$ cat src/pkg/pin_mux_pkg.sv
package pin_mux_pkg;

  // ==========================================================
  // register map
  localparam logic [7:0] bus_ctrl_off = 8'h00;
  localparam logic [7:0] global_ctrl_1_off = 8'h04;
  localparam logic [7:0] global_ctrl_2_off = 8'h08;
  localparam logic [7:0] status_off = 8'h0c;

  // ==========================================================
  // field positions
  localparam int bus_holder_lo_bit = 0;
  localparam int bus_holder_hi_bit = 1;
  localparam int pull_en_bit = 2;
  localparam int clock_out_hold_tristate_bit = 0;
  localparam int stat_external_memory_interface_sel_bit = 0;
  localparam int stat_latched_bit = 1;
  localparam int stat_hold_bit = 2;
  localparam int stat_off_bit = 3;

  // ==========================================================
  // reset values
  localparam logic [2:0] bus_ctrl_rst = 3'h7;
  localparam logic global_ctrl_rst = 1'b0;

  // ==========================================================
  // timing: two synchroniser stages pass before the strap is trusted
  localparam logic [1:0] strap_settle_cnt = 2'h2;
  localparam int clk_out_div = 2;

  // ==========================================================
  // carriers
  typedef struct packed {
    logic [31:0] data;
    logic drive;
  } external_memory_interface_req_s;

  typedef struct packed {
    logic [15:0] data;
    logic [15:0] drive;
  } gpio_req_s;

  typedef struct packed {
    logic [31:0] out;
    logic [31:0] oe;
  } data_pins_s;

  typedef enum logic [2:0] {
    st_reset = 3'b001,
    st_settle = 3'b010,
    st_run = 3'b100
  } latch_state_e;

endpackage : pin_mux_pkg

$ cat src/verilog/parallel_port_data_pin_mux.sv
// The register addresses and the APB interface to the registers are this design's own decisions.
`timescale 1ns/1ps
module parallel_port_data_pin_mux
  import pin_mux_pkg::*;
(
  input wire logic pclk,
  input wire logic presetn,
  input wire logic psel,
  input wire logic penable,
  input wire logic pwrite,
  input wire logic [7:0] paddr,
  input wire logic [31:0] pwdata,
  output logic [31:0] prdata,
  output logic pready,
  output logic pslverr,
  input wire logic function_select_strap,
  input wire logic hold_request_n,
  input wire logic test_reset,
  input wire logic emulation_pin_zero,
  input wire logic emulation_one_off_pin,
  input wire external_memory_interface_req_s external_memory_interface_req,
  input wire gpio_req_s gpio_req,
  input wire logic [31:0] data_pin_in,
  output data_pins_s data_pins,
  output logic [31:0] external_memory_interface_rd_data,
  output logic [15:0] parallel_gp_io_in,
  output logic external_memory_interface_sel,
  output logic [1:0] memory_clock_out,
  output logic [1:0] memory_clock_out_oe,
  output logic bus_holder_en_lo,
  output logic bus_holder_en_hi,
  output logic pull_en
);

  // ==========================================================
  // pin synchronisers (first stage read only by second)
  logic [4:0] async_meta_q;
  logic [4:0] async_sync_q;
  logic [31:0] din_meta_q;
  logic [31:0] din_sync_q;

  // sync flops carry no reset: the strap must be seen live
  // at the release edge, not as a reset value
  always_ff @(posedge pclk) begin
    async_meta_q <= {function_select_strap, hold_request_n, test_reset,
                     emulation_pin_zero, emulation_one_off_pin};
    async_sync_q <= async_meta_q;
  end

  always_ff @(posedge pclk) begin
    din_meta_q <= data_pin_in;
    din_sync_q <= din_meta_q;
  end

  logic strap_s;
  logic hold_s;
  logic off_s;
  assign strap_s = async_sync_q[4];
  assign hold_s = ~async_sync_q[3];
  assign off_s = ~async_sync_q[2] & async_sync_q[1] & ~async_sync_q[0];

  // ==========================================================
  // strap latch: sampled after the synchroniser refills past release
  // the wait covers the synchroniser delay, so a strap that settles
  // late in reset still reaches the latch
  latch_state_e state_q;
  logic [1:0] settle_q;
  logic external_memory_interface_sel_q;

  always_ff @(posedge pclk or negedge presetn) begin
    if (!presetn) begin
      state_q <= st_reset;
      settle_q <= 2'h0;
    end else begin
      case (state_q)
        st_reset: begin
          state_q <= st_settle;
          settle_q <= 2'h0;
        end
        st_settle: begin
          if (settle_q == strap_settle_cnt) begin
            state_q <= st_run;
          end
          settle_q <= settle_q + 2'h1;
        end
        st_run: begin
          state_q <= st_run;
        end
        default: begin
          state_q <= st_reset;
        end
      endcase
    end
  end

  always_ff @(posedge pclk or negedge presetn) begin
    if (!presetn) begin
      external_memory_interface_sel_q <= 1'b0;
    end else if (state_q == st_settle && settle_q == strap_settle_cnt) begin
      external_memory_interface_sel_q <= strap_s;
    end
    // no later update until next reset
  end

  logic running;
  assign running = (state_q == st_run);

  // ==========================================================
  // software registers
  logic [2:0] bus_ctrl_q;
  logic [1:0] hold_tristate_q;

  // writes land only at the edge where pready stands high
  logic wr_en;
  assign wr_en = psel & penable & pready & pwrite;

  always_ff @(posedge pclk or negedge presetn) begin
    if (!presetn) begin
      bus_ctrl_q <= bus_ctrl_rst;
    end else if (wr_en && paddr == bus_ctrl_off) begin
      bus_ctrl_q <= pwdata[2:0];
    end
  end

  always_ff @(posedge pclk or negedge presetn) begin
    if (!presetn) begin
      hold_tristate_q <= {2{global_ctrl_rst}};
    end else if (wr_en && paddr == global_ctrl_1_off) begin
      hold_tristate_q[0] <= pwdata[clock_out_hold_tristate_bit];
    end else if (wr_en && paddr == global_ctrl_2_off) begin
      hold_tristate_q[1] <= pwdata[clock_out_hold_tristate_bit];
    end
  end

  // ==========================================================
  // apb slave: one wait-free access phase, error on unmapped offsets
  logic mapped;
  logic [31:0] rd_mux;
  assign mapped = (paddr == bus_ctrl_off) || (paddr == global_ctrl_1_off) ||
                  (paddr == global_ctrl_2_off) || (paddr == status_off);

  always_comb begin
    rd_mux = 32'h0;
    case (paddr)
      bus_ctrl_off: rd_mux[2:0] = bus_ctrl_q;
      global_ctrl_1_off: rd_mux[clock_out_hold_tristate_bit] =
                           hold_tristate_q[0];
      global_ctrl_2_off: rd_mux[clock_out_hold_tristate_bit] =
                           hold_tristate_q[1];
      status_off: begin
        rd_mux[stat_external_memory_interface_sel_bit] = external_memory_interface_sel_q;
        rd_mux[stat_latched_bit] = running;
        rd_mux[stat_hold_bit] = hold_s;
        rd_mux[stat_off_bit] = off_s;
      end
      default: rd_mux = 32'h0;
    endcase
  end

  // pready is a one-cycle pulse; a master that misses the edge hangs
  always_ff @(posedge pclk or negedge presetn) begin
    if (!presetn) begin
      pready <= 1'b0;
    end else if (psel && !penable) begin
      pready <= 1'b1;
    end else begin
      pready <= 1'b0;
    end
  end

  // an unmapped write still gets pready, with pslverr
  always_ff @(posedge pclk or negedge presetn) begin
    if (!presetn) begin
      pslverr <= 1'b0;
    end else if (psel && !penable) begin
      pslverr <= ~mapped;
    end else begin
      pslverr <= 1'b0;
    end
  end

  always_ff @(posedge pclk or negedge presetn) begin
    if (!presetn) begin
      prdata <= 32'h0;
    end else if (psel && !penable) begin
      prdata <= pwrite ? 32'h0 : rd_mux;
    end else begin
      prdata <= 32'h0;
    end
  end

  // ==========================================================
  // data pin drive
  data_pins_s pins_d;
  logic float_all;
  // reset and unsettled strap float
  // hold floats all 32 pins whatever function the strap chose
  assign float_all = hold_s | off_s | ~running;

  always_comb begin
    pins_d.out = 32'h0;
    pins_d.oe = 32'h0;
    if (!float_all) begin
      if (external_memory_interface_sel_q) begin
        // upper pins input until core drives
        // lower pins input until core drives
        pins_d.out = external_memory_interface_req.data;
        pins_d.oe = {32{external_memory_interface_req.drive}};
      end else begin
        pins_d.out[31:16] = gpio_req.data;
        pins_d.oe[31:16] = gpio_req.drive;
        pins_d.oe[15:0] = 16'h0;
      end
    end
  end

  // one register stage keeps pin enables glitch free
  always_ff @(posedge pclk or negedge presetn) begin
    if (!presetn) begin
      data_pins <= '0;
    end else begin
      data_pins <= pins_d;
    end
  end

  // the unused function reads 0 so stale pin levels never leak
  always_ff @(posedge pclk or negedge presetn) begin
    if (!presetn) begin
      external_memory_interface_rd_data <= 32'h0;
    end else begin
      external_memory_interface_rd_data <= external_memory_interface_sel_q ? din_sync_q : 32'h0;
    end
  end

  always_ff @(posedge pclk or negedge presetn) begin
    if (!presetn) begin
      parallel_gp_io_in <= 16'h0;
    end else begin
      parallel_gp_io_in <= external_memory_interface_sel_q ? 16'h0 : din_sync_q[31:16];
    end
  end

  always_ff @(posedge pclk or negedge presetn) begin
    if (!presetn) begin
      external_memory_interface_sel <= 1'b0;
    end else begin
      external_memory_interface_sel <= external_memory_interface_sel_q;
    end
  end

  // ==========================================================
  // holder and pull enables, straight from bus control
  // enables are registered copies: one cycle behind a bus write
  always_ff @(posedge pclk or negedge presetn) begin
    if (!presetn) begin
      bus_holder_en_lo <= bus_ctrl_rst[bus_holder_lo_bit];
    end else begin
      bus_holder_en_lo <= bus_ctrl_q[bus_holder_lo_bit];
    end
  end

  always_ff @(posedge pclk or negedge presetn) begin
    if (!presetn) begin
      bus_holder_en_hi <= bus_ctrl_rst[bus_holder_hi_bit];
    end else begin
      bus_holder_en_hi <= bus_ctrl_q[bus_holder_hi_bit];
    end
  end

  always_ff @(posedge pclk or negedge presetn) begin
    if (!presetn) begin
      pull_en <= bus_ctrl_rst[pull_en_bit];
    end else begin
      pull_en <= bus_ctrl_q[pull_en_bit];
    end
  end

  // ==========================================================
  // memory clock outputs from a divide-by enable
  // a divide ratio of 2 keeps every edge on a pclk edge
  logic [$clog2(clk_out_div)-1:0] div_q;
  logic clk_tick;
  assign clk_tick = (div_q == '0);

  always_ff @(posedge pclk or negedge presetn) begin
    if (!presetn) begin
      div_q <= '0;
    end else if (clk_tick) begin
      div_q <= ($clog2(clk_out_div))'(clk_out_div - 1);
    end else begin
      div_q <= div_q - 1'b1;
    end
  end

  genvar k;
  generate
    for (k = 0; k < 2; k++) begin : g_clk
      // the clock keeps its phase through hold; only the enable changes
      always_ff @(posedge pclk or negedge presetn) begin
        if (!presetn) begin
          memory_clock_out[k] <= 1'b0;
        end else if (clk_tick && external_memory_interface_sel_q) begin
          memory_clock_out[k] <= ~memory_clock_out[k];
        end
      end

      always_ff @(posedge pclk or negedge presetn) begin
        if (!presetn) begin
          memory_clock_out_oe[k] <= 1'b0;
        end else begin
          memory_clock_out_oe[k] <= running & external_memory_interface_sel_q & ~off_s &
                                    ~(hold_s & hold_tristate_q[k]);
        end
      end
    end
  endgenerate

endmodule : parallel_port_data_pin_mux

$ cat config.mk
export PLATFORM = sky130hd
export DESIGN_NAME = parallel_port_data_pin_mux
export DESIGN_NICKNAME = d
export VERILOG_FILES = /design/src/pkg/pin_mux_pkg.sv /design/src/verilog/parallel_port_data_pin_mux.sv
export SDC_FILE = /design/constraint.sdc
export NUM_CORES = 1
export LEC_CHECK = 0
export BUFFER_PORTS_ARGS = -buffer_cell sky130_fd_sc_hd__buf_2
export CORE_AREA = 2 2 87 172
export CTS_CLUSTER_SIZE = 8
export DETAILED_ROUTE_END_ITERATION = 7
export DIE_AREA = 0 0 89 174
export GPL_ROUTABILITY_DRIVEN = 0
export PLACE_DENSITY = 0.79
export SLEW_MARGIN = 20
export SYNTH_ARGS = -nofsm -noshare
export SYNTH_HDL_FRONTEND = slang
export SYNTH_SLANG_ARGS = --single-unit
$ cat constraint.sdc
create_clock -name pclk -period 2.4 [get_ports pclk]
set_clock_uncertainty 0.1 [all_clocks]
set_input_delay 0.36 -clock pclk [delete_from_list [all_inputs] [get_ports pclk]]
set_output_delay 0.36 -clock pclk [all_outputs]
set_load 0.05 [all_outputs]
# Yosys cells after proc, flatten, opt, wreduce, memory -nomap -nowiden
# Cells that the tools add are included.
dict set report totals {
  reg_bits 240
  output_inout_bits 154
  elab_cells 91
  input_bits 147
}
dict set report op_classes {
  n_addsub 2
  n_eq_ne 8
  mux 17
  n_reduce_logical 13
  n_bitwise 25
}
# op count
set op_table {}
lappend op_table {{32-bit two-way mux} 2}
lappend op_table {{64-bit two-way mux} 1}
lappend op_table {{16-bit two-way mux} 3}
lappend op_table {{8-bit by 4-bit == test with 1-bit output (second input constant)} 2}
lappend op_table {{1-bit NOT} 12}
lappend op_table {{1-bit bitwise AND} 11}
lappend op_table {{3-bit one-hot mux with 3 select lines} 1}
lappend op_table {{8-bit by 3-bit == test with 1-bit output (second input constant)} 1}
lappend op_table {{8-bit logical NOT} 1}
lappend op_table {{4-bit two-way mux} 2}
lappend op_table {{2-bit one-hot mux with 2 select lines} 2}
lappend op_table {{1-bit logical AND} 6}
lappend op_table {{1-bit two-way mux} 4}
lappend op_table {{1-bit one-hot mux with 4 select lines} 1}
lappend op_table {{3-bit by 1-bit == test with 1-bit output (second input constant)} 1}
lappend op_table {{3-bit by 2-bit == test with 1-bit output (second input constant)} 1}
lappend op_table {{3-bit == test (second input constant)} 1}
lappend op_table {{1-bit logical OR} 3}
lappend op_table {{3-bit two-way mux} 1}
lappend op_table {{2-bit by 1-bit adder with 2-bit output (second input constant)} 1}
lappend op_table {{2-bit == test (second input constant)} 1}
lappend op_table {{2-bit != test (second input constant)} 1}
lappend op_table {{1-bit OR} 2}
lappend op_table {{2-bit AND reduction} 1}
lappend op_table {{other kinds (3)} 3}

# Logic depth before layout (Yosys ltp)
# Gate-level depths: netlist (run 1).
dict set report depth {
  depth_word 6
  depth_mapped 5
  mapped_depth_nobuf 5
}

# Worst setup path after synthesis (run 1)
# Ideal clock, no wire load.
dict set report synth_timing {
  kind {flip-flop to output port}
  startpoint {reg, netlist name data_pins[15]}
  endpoint {out data_pins[10] in the netlist's numbering}
  path_slack_ps 806
  arrival_ps 1134
  n_path_buf 1
  path_stages_with_launch 2
  required_time_ps 1940
  cell_sequence {dfrtp_1 > buf_4}
}
# element line_no
set synth_rtl {}
lappend synth_rtl {{end: declaration} parallel_port_data_pin_mux.sv:24} ;# output data_pins_s data_pins,

==> metrics.txt, run 1 <==
TNS Setup=0 ns; vias per std cell=~4.3; CTS Buf Count=17; drt pass-1 iters=4; placed insts=862; Leak=between 4 and 5 nW; CP endpoint=data_pins[11]; top achievable clock speed=approximately 0.56 GHz; cell breakdown of the critical path=buf_2; EDFF count, synth=0; Fillers=approximately 1,200; Seq cells post-synth=197; Post-DP HPWL=9.38 mm; Slew headroom=around 64%; R2R cell count=2; area leader, netlist=dfrtp_1; first-pass GRT wire length=~20 mm; core box area=~0.014 sq mm; largest stage delay on the critical path=approximately 0.55 ns; # rows=62; TritonCTS clock tree=yes; layout cell share with drive strength beyond 1=approximately two fifths; reg2reg start=external_memory_interface_sel_q$_DFFE_PN0P_; # IOs=~300; drt total wl=roughly 13 mm; # DRC=0; drt wl/cell=roughly 14 microns; Crit. Startpoint=data_pins[15]$_DFF_PN0_; Syn Std Cell Area=~0.0062 sq mm; CTS clock-pin slew for the worst setup and hold paths=0.07 ns; GRT Resource Usage Total=17.6%; RSZ-0062 raised after global routing=no; worst hold path class=in -> reg; slowest library cell on the worst path=dfrtp_1; root buffer cell=clkbuf_16; H-tree levels=4; register-to-register setup slack=0.73 ns; initial antenna violation count=0; largest net degree at the start of global routing=37; Non-Filler Cell Area, Final=between 0.008 and 0.009 sq mm; final setup fails=0; largest cells by area after synthesis=dfrtp_1 47%, dfxtp_1 24%, buf_4 5.3%; ANT nets after route=0; async set or reset register ratio after synthesis=a little over three fifths; vias=between 4,000 and 5,000; Clock Tree Buf Depth=2; most frequent cells after synthesis=116 x dfrtp_1, 74 x dfxtp_1, 48 x and2_1, 44 x buf_4, 23 x a21oi_1; post-synthesis cell type count=34; number of global-route vias before repair=about 4,200; # port buffers=between 200 and 250; sequential share of the synthesized area=73.3%; Critical Path RT=1.94 ns; fin crit share=between 70% and 80%; PD cells=approximately 880 mW/mm^2; Slew Limit Fails=0; Total Nets Final=875; most frequent cell after synthesis=dfrtp_1; yosys warns=0; RR Endpoint=data_pins[16]$_DFF_PN0_; WP depth=1; minimum clock period=about 1.8 ns; Non-Filler Instances=932; max_cap viols=0; Max IR drop VDD=about 0.00073 V; Worst-Skew Late Latency=0.42 ns; critical path arrival=around 1.3 ns; Fin. Hold Viols=0; synthesis-to-finish area growth=36.1%; kind of end point of the critical path=primary output; CTS Sinks=approximately 200; Gate Count Post-Synth=between 400 and 500; Crit Path Category=reg -> out; DRT iter0 DRCs=around 110; Worst Tran Pin Value=between 0.5 and 0.6 ns; ANT cells=0; Initial Util=a little over two fifths; grt ovf=0; Top Family by Delay on Critical Path=flip-flops; die area=~0.015 sq mm; Synth top area share=between 40 and 50%; worst-path fanout max=16; syn_area_per_cell=13.8 sq um; hold slack=0.0432 ns; top_reg_cell synth=dfrtp_1; Die Span Y=roughly 170 microns; Startpoint Class=flop; Die W=approximately 90 microns; placed cell area=around 0.0075 sq mm; status=finished, final reports clean; CP bufs+invs=1
routing by layer:
layer  routed length (microns)  GRT usage [%]  vias up
met3                      1100           5.32       32
met2                      7130           31.5      214
met4                       536           9.51        0
met5                         0              0        -
met1                      4560           17.5     1890
li1                          -              -     1918
placed cells by master, fill, tap and decap left out, types with 4 or more instances in the layout:
cell / count
a21oi_1: 23
and2_1: 48
buf_2: 242
buf_4: 9
clkbuf_16: 20
conb_1: 28
dfrtp_1: 115
dfstp_2: 7
dfxtp_1: 74
dlygate4sd3_1: 38
inv_1: 4
mux2_2: 7
mux2i_1: 16
nand2_1: 7
nand2b_1: 16
nor2_1: 22
nor2b_1: 20
nor3_1: 4
o21ai_0: 6
kinds of logic (layout without fill, tap and decap cells):
| family | count (synthesis) | count (layout) | share of synthesized area (%) |
|---|---|---|---|
| adder cells (fa/ha/maj) | 1 | 1 | 0.201 |
| multiplexers | 24 | 24 | 4.20 |
| buffers and inverters | 64 | 326 | 6.77 |
| flip-flops | 197 | 197 | 73.3 |
| XOR/XNOR | 3 | 3 | 0.422 |
| AO/OA/AOI/OAI | 30 | 30 | 2.45 |
| AND/OR/NAND/NOR | 131 | 131 | 12.6 |
| other | 1 | 28 | 0.0602 |
layout make-up:
type	instances	area, sq um	share of cell area [%]
sequential	197	4570	53.9
tap	192	240	2.83
multi-input combinational	217	1340	15.8
timing repair buffer	290	1680	19.8
inverter	4	15.0	0.177
clock inverter	9	100	1.18
clock buffer	23	532	6.27
registers in the layout, indices dropped and copies added (netlist names), 3 cells and up:
name	count
prdata	4
async_sync_q	5
external_memory_interface_rd_data	32
din_sync_q	32
din_meta_q	32
parallel_gp_io_in	16
state_q	3
async_meta_q	5
data_pins	49
bus_ctrl_q	3
repair_timing:
action / in CTS / in global routing
hold endpoints to repair: 64 / 0
setup buffers: 0 / 0
gates resized for setup: 0 / 0
hold buffers: 38 / 0
how the worst min path moves through the flow:
stage,to,depth (start not counted),from
floorplan,data_pins[15]$_DFF_PN0_,0,presetn
global placement,din_sync_q[14]$_DFF_P_,0,din_meta_q[14]$_DFF_P_
detailed placement,async_sync_q[1]$_DFF_P_,0,async_meta_q[1]$_DFF_P_
CTS,pready$_DFF_PN0_,2,penable
global route,data_pins[42]$_DFF_PN0_,2,external_memory_interface_req[11]
finish,pready$_DFF_PN0_,2,penable
per-stage QoR:
step,util (%),power [mW],setup WS [ns]
final,59.4,7.47,0.627
after global routing,59.4,7.76,0.509
after floorplan,-,4.30,0.806
after global placement,52.3,4.56,0.679
after CTS,59.4,7.55,0.602
after detailed placement,52.3,4.58,0.674
power breakdown:
part	internal, mW	switching [mW]	leakage [nW]	total (mW)
sequential	3.48	0.0615	2.19	3.54
clock	1.70	1.22	0.313	2.92
combinational	0.272	0.746	1.91	1.02
total	5.45	2.02	4.41	7.47
Note: power is estimated with default switching activity, not from simulation.
==> run 2: changes to the inputs <==
- CORE_AREA: 2 2 87 172 -> 2 2 91 180
- DIE_AREA: 0 0 89 174 -> 0 0 93 182
- PLACE_DENSITY: 0.79 -> 0.76
- clock period: 2.4 -> 1.54 ns (I/O delays scaled with it)
==> run 2 against run 1 <==
Largest cell class unchanged. First-iteration DRC count is 53% higher. Final cell count is 9.3% higher. Core utilization is 0.19 points higher.
==> metrics.txt, run 2 (same netlist as run 1, synthesis figures left out) <==
# DRC=0; H-tree levels=4; met3 usage in global routing=7.51%; max_cap viols=0; Total Nets Final=about 950; CTS Buf Count=17; largest reg by FF count=data_pins; ANT nets after route=0; CP endpoint=data_pins[12]; Die W=~93 microns; final setup fails=0; top achievable clock speed=between 0.6 and 0.7 GHz; drt total wl=~15 mm; Crit. Startpoint=data_pins[15]$_DFF_PN0_; GRT Resource Usage Total=between 10% and 20%; vias=about 4,400; worst-path fanout max=8; worst hold path class=in -> reg; status=finished, final reports clean; R2R cell count=5; # IOs=about 300; # port buffers=between 200 and 250; hold slack=0.0394 ns; Fin. Hold Viols=0; final core occ=between 50% and 60%; fin crit share=between 90% and 100%; critical path arrival=approximately 1.2 ns; kind of end point of the critical path=primary output; largest net degree at the start of global routing=66; vias per std cell=~4.4; # rows=65; Critical Path RT=around 1.2 ns; most frequent cells in the layout=223 x buf_2, 114 x dfrtp_1, 110 x dlygate4sd3_1; reg2reg start=settle_q[0]$_DFFE_PN0P_; Crit Path Category=reg -> out; Post-DP HPWL=about 9.0 mm; drt pass-1 iters=4; met1 GRT Util=between 10% and 20%; root buffer cell=clkbuf_16; TritonCTS clock tree=yes; minimum clock period=roughly 1.5 ns; multi-input combinational cell area=~0.0013 sq mm; layout cell share with drive strength beyond 1=37.9%; Reg area=~0.0046 sq mm; Fillers=approximately 1,200; core box area=between 0.015 and 0.02 sq mm; Leak=4.73 nW; drt wl/cell=between 15 and 20 microns; DRT iter0 DRCs=171; Slew Limit Fails=0; total power=around 12 mW; TNS Setup=0 ns; Clock Tree Buf Depth=2; synthesis-to-finish area growth=49.3%; die area=0.0169 sq mm; register-to-register setup slack=about 0.10 ns; RSZ-0062 raised after global routing=yes; Initial Util=between 30% and 40%; most common cell after layout, fill and taps aside=buf_2; RR Endpoint=external_memory_interface_sel_q$_DFFE_PN0P_; HP Start=paddr[2]; PD cells=between 1000 and 1500 mW/mm^2; ANT cells=0; Worst-Skew Late Latency=~0.42 ns; CTS Sinks=~200; Startpoint Class=flop; CTS clock-pin slew for the worst setup and hold paths=about 0.070 ns; max reg flops=49; grt ovf=0; Die Span Y=182 microns; first-pass GRT wire length=between 20 and 25 mm; initial antenna violation count=0; Max IR drop VDD=between 0.0009 and 0.001 V; grt peak-use layer=met2; number of global-route vias before repair=between 4,000 and 5,000; GR met2 Demand/Resource=33.5%
[run 2: cell types whose count changed in the layout (fill, tap and decap cells not counted), moves of 2 or more]
cell	change
clkinv_8	+2
clkinv_2	+2
buf_6	+8
buf_12	+3
clkbuf_8	-2
clkbuf_16	-3
dlygate4sd3_1	+72
clkinv_4	-3
buf_4	+13
inv_6	+3
inv_8	+2
buf_2	-19
[run 2: power breakdown]
group / total (mW) / switching, mW / internal, mW
Clock: 4.20 / 2.05 / 2.16
Sequential: 5.50 / 0.0906 / 5.41
Combinational: 1.79 / 1.22 / 0.576
Total: 11.5 / 3.36 / 8.15
[run 2: metrics by stage]
step	setup WS (ns)	instances	area, sq um
6_report	0.0104	1019	9300
4_1_cts	-0.0460	1017	9220
5_1_grt	-0.0433	1019	9300
2_1_floorplan	0.0190	478	6330
3_5_place_dp	0.0525	875	7540
3_3_place_gp	0.121	875	7540
[run 2: final cells by class]
| cell class | instances | share of cell area (%) |
|---|---|---|
| clock buffer | 18 | 4.61 |
| inverter | 4 | 0.161 |
| tap | 201 | 2.70 |
| timing repair buffer | 368 | 27.5 |
| clock inverter | 14 | 1.45 |
| sequential | 197 | 49.1 |
| multi-input combinational | 217 | 14.4 |
[run 2: metal layers]
layer | wire length (microns) | up-vias | share of wire (%)
li1 | - | 2078 | -
met1 | 5340 | 2116 | 35
met2 | 8290 | 239 | 54
met3 | 1560 | 14 | 10
met4 | 194 | 0 | 1.3
met5 | 0 | - | 0
[run 2: worst max-delay path, stage by stage (launching register included)]
cell and delay, ns:
dfrtp_2 0.40, buf_4 0.17, buf_4 0.20
[run 2: worst min-delay path by stage]
stage,slack (ns),endpoint,cells past startpoint
floorplan,-0.16,data_pins[15]$_DFF_PN0_,0
global placement,0.17,memory_clock_out_oe[1]$_DFF_PN0_,2
detailed placement,0.18,prdata[3]$_DFF_PN0_,2
CTS,0.01,prdata[2]$_DFF_PN0_,3
global route,0.04,prdata[2]$_DFF_PN0_,3
finish,0.04,prdata[2]$_DFF_PN0_,3
[run 2: what timing repair did]
item / in CTS / in global routing
setup endpoints to repair: 18 / 17
gates resized for setup: 3 / 42
gates cloned: 0 / 0
hold endpoints to repair: 217 / 0
buffers inserted: 0 / 2
hold buffers: 110 / 0
==> run 3: changes to the inputs <==
- RECOVER_POWER: default -> 100
==> run 3 against run 2 <==
Combinational power about the same. Worst setup slack barely moved. Worst hold slack worse by 0.0020 ns. Count of clock-buffer cells in the layout unchanged. Maximum frequency barely moved. First-iteration DRC count shrank 12%. Largest cell class unchanged. Global-route usage stayed put. Core utilization fell by 0.27 points. Critical endpoint unchanged. Sequential power is essentially flat. Via count barely moved. Largest power group unchanged.
==> metrics.txt, run 3 (same netlist as run 1, synthesis figures left out) <==
status=finished, final reports clean; slowest library cell on the worst path=dfrtp_2; # DRC=0; top achievable clock speed=0.654 GHz; Initial Util=39.9%; Non-Filler Instances=between 1,000 and 1,500; max reg flops=49; most common cell after layout, fill and taps aside=dfrtp_1; Slew headroom=41.6%; largest net degree at the start of global routing=66; Post-DP HPWL=between 9 and 10 mm; PD cells=approximately 1200 mW/mm^2; drt wl/cell=roughly 15 microns; CTS Sinks=between 150 and 200; vias per std cell=between 4 and 5; GRT Resource Usage Total=about 18%; drt total wl=around 15 mm; grt ovf=0; Max IR drop VDD=0.000947 V; most used cell, CP=buf_4; ANT cells=0; drt pass-1 iters=4; TritonCTS clock tree=yes; HP Start=paddr[2]; Total Nets Final=953; Crit Path Category=reg -> out; cell breakdown of the critical path=buf_4 > buf_4; sequential power share=around 48%; Startpoint Class=flop; kind of end point of the critical path=primary output; DRT iter0 DRCs=150; layout cell share with drive strength beyond 1=between 30% and 40%; largest reg by FF count=data_pins; minimum clock period=between 1.5 and 2 ns; # port buffers=243; final setup fails=0; Worst Tran Pin Value=0.876 ns; max_cap viols=0; worst hold path class=in -> reg; H-tree levels=4; Worst-Skew Late Latency=approximately 0.42 ns; Die Span Y=between 150 and 200 microns; die area=between 0.015 and 0.02 sq mm; Crit. Startpoint=data_pins[15]$_DFF_PN0_; Clock Power Share=between 30 and 40%; # rows=65; worst-path fanout max=8; Sw Share=29.3%; Internal Power=between 8 and 9 mW; RSZ-0062 raised after global routing=yes; synthesis-to-finish area growth=48.6%; Clock Tree Buf Depth=2; hold slack=approximately 0.037 ns; placed cell area=between 0.007 and 0.008 sq mm; vias=4,448; Slew Limit Fails=0; Fin. Hold Viols=0; Critical Path RT=around 1.2 ns; CTS Buf Count=17; largest stage delay on the critical path=0.40 ns; CTS clock-pin slew for the worst setup and hold paths=approximately 0.07 ns; number of global-route vias before repair=about 4,700; ANT nets after route=0; fin crit share=99.3%; initial antenna violation count=0; root buffer cell=clkbuf_16; # IOs=301; TNS Setup=0 ns; Die W=about 93 microns; first-pass GRT wire length=approximately 23 mm; Net Switching=around 3.4 mW; placed insts=a little under 900; critical path arrival=around 1.2 ns; Comb power frac=15.4%; Leak=4.64 nW; Non-Filler Cell Area, Final=approximately 0.009 sq mm; most frequent cells in the layout=115 x dfrtp_1, 114 x buf_2, 110 x dlygate4sd3_1; reg2reg start=async_sync_q[2]$_DFF_P_; core box area=around 0.016 sq mm; final core occ=about three fifths
[run 3: power groups by stage]
stage / clock [mW] / combinational, mW / sequential, mW
3_5_place_dp: 0 / 1.53 / 5.61
3_3_place_gp: 0 / 1.51 / 5.60
5_1_grt: 4.57 / 1.87 / 5.54
6_report: 4.20 / 1.77 / 5.51
2_1_floorplan: 0 / 0.493 / 6.21
4_1_cts: 4.30 / 1.75 / 5.50
[run 3: timing repair]
item / 4_1_cts / 5_1_grt
gates resized for setup: 3 / 42
hold endpoints to repair: 217 / 0
buffers inserted: 0 / 2
endpoints found under the setup margin: 18 / 17
hold buffers: 110 / 0
[run 3: final cells by class]
cell class | count | area (sq um)
flip-flops and latches | 197 | 4570
inverters | 4 | 15.0
clock inverters | 14 | 135
repair buffers | 368 | 2520
well taps | 201 | 251
fillers | 1203 | 6350
clock buffers | 18 | 429
multi-input cells | 217 | 1340
[run 3: per-layer routing]
metal	part of all wire [%]	routed length [microns]	vias to the layer above	global-route usage, %
li1	-	-	2077	-
met1	35	5350	2123	18.1
met2	54	8280	234	33.5
met3	10	1570	14	7.51
met4	1.3	195	0	5.65
met5	0	0	-	0
[run 3: final timing paths]
| check | cells past startpoint | to | slack [ns] |
|---|---|---|---|
| max | 2 | data_pins[12] | 0.01 |
| min | 3 | prdata[2]$_DFF_PN0_ | 0.04 |
| max reg2reg | 4 | data_pins[57]$_DFF_PN0_ | 0.05 |
| min reg2reg | 0 | din_sync_q[26]$_DFF_P_ | 0.23 |
| max in group asynchronous | 3 | data_pins[15]$_DFF_PN0_ | 0.22 |
| min in group asynchronous | 3 | settle_q[0]$_DFFE_PN0P_ | 0.49 |
[run 3: critical path, delay by kind of cell, from the launching register on]
kind,cells,cell delay (ns)
buffers and inverters,2,0.37
flip-flops,1,0.40
[run 3: per-stage QoR]
stage | setup WS, ns | total power, mW
6_report | 0.0107 | 11.5
5_1_grt | -0.0433 | 12.0
4_1_cts | -0.0460 | 11.5
3_5_place_dp | 0.0525 | 7.14
3_3_place_gp | 0.121 | 7.11
2_1_floorplan | 0.0190 | 6.70
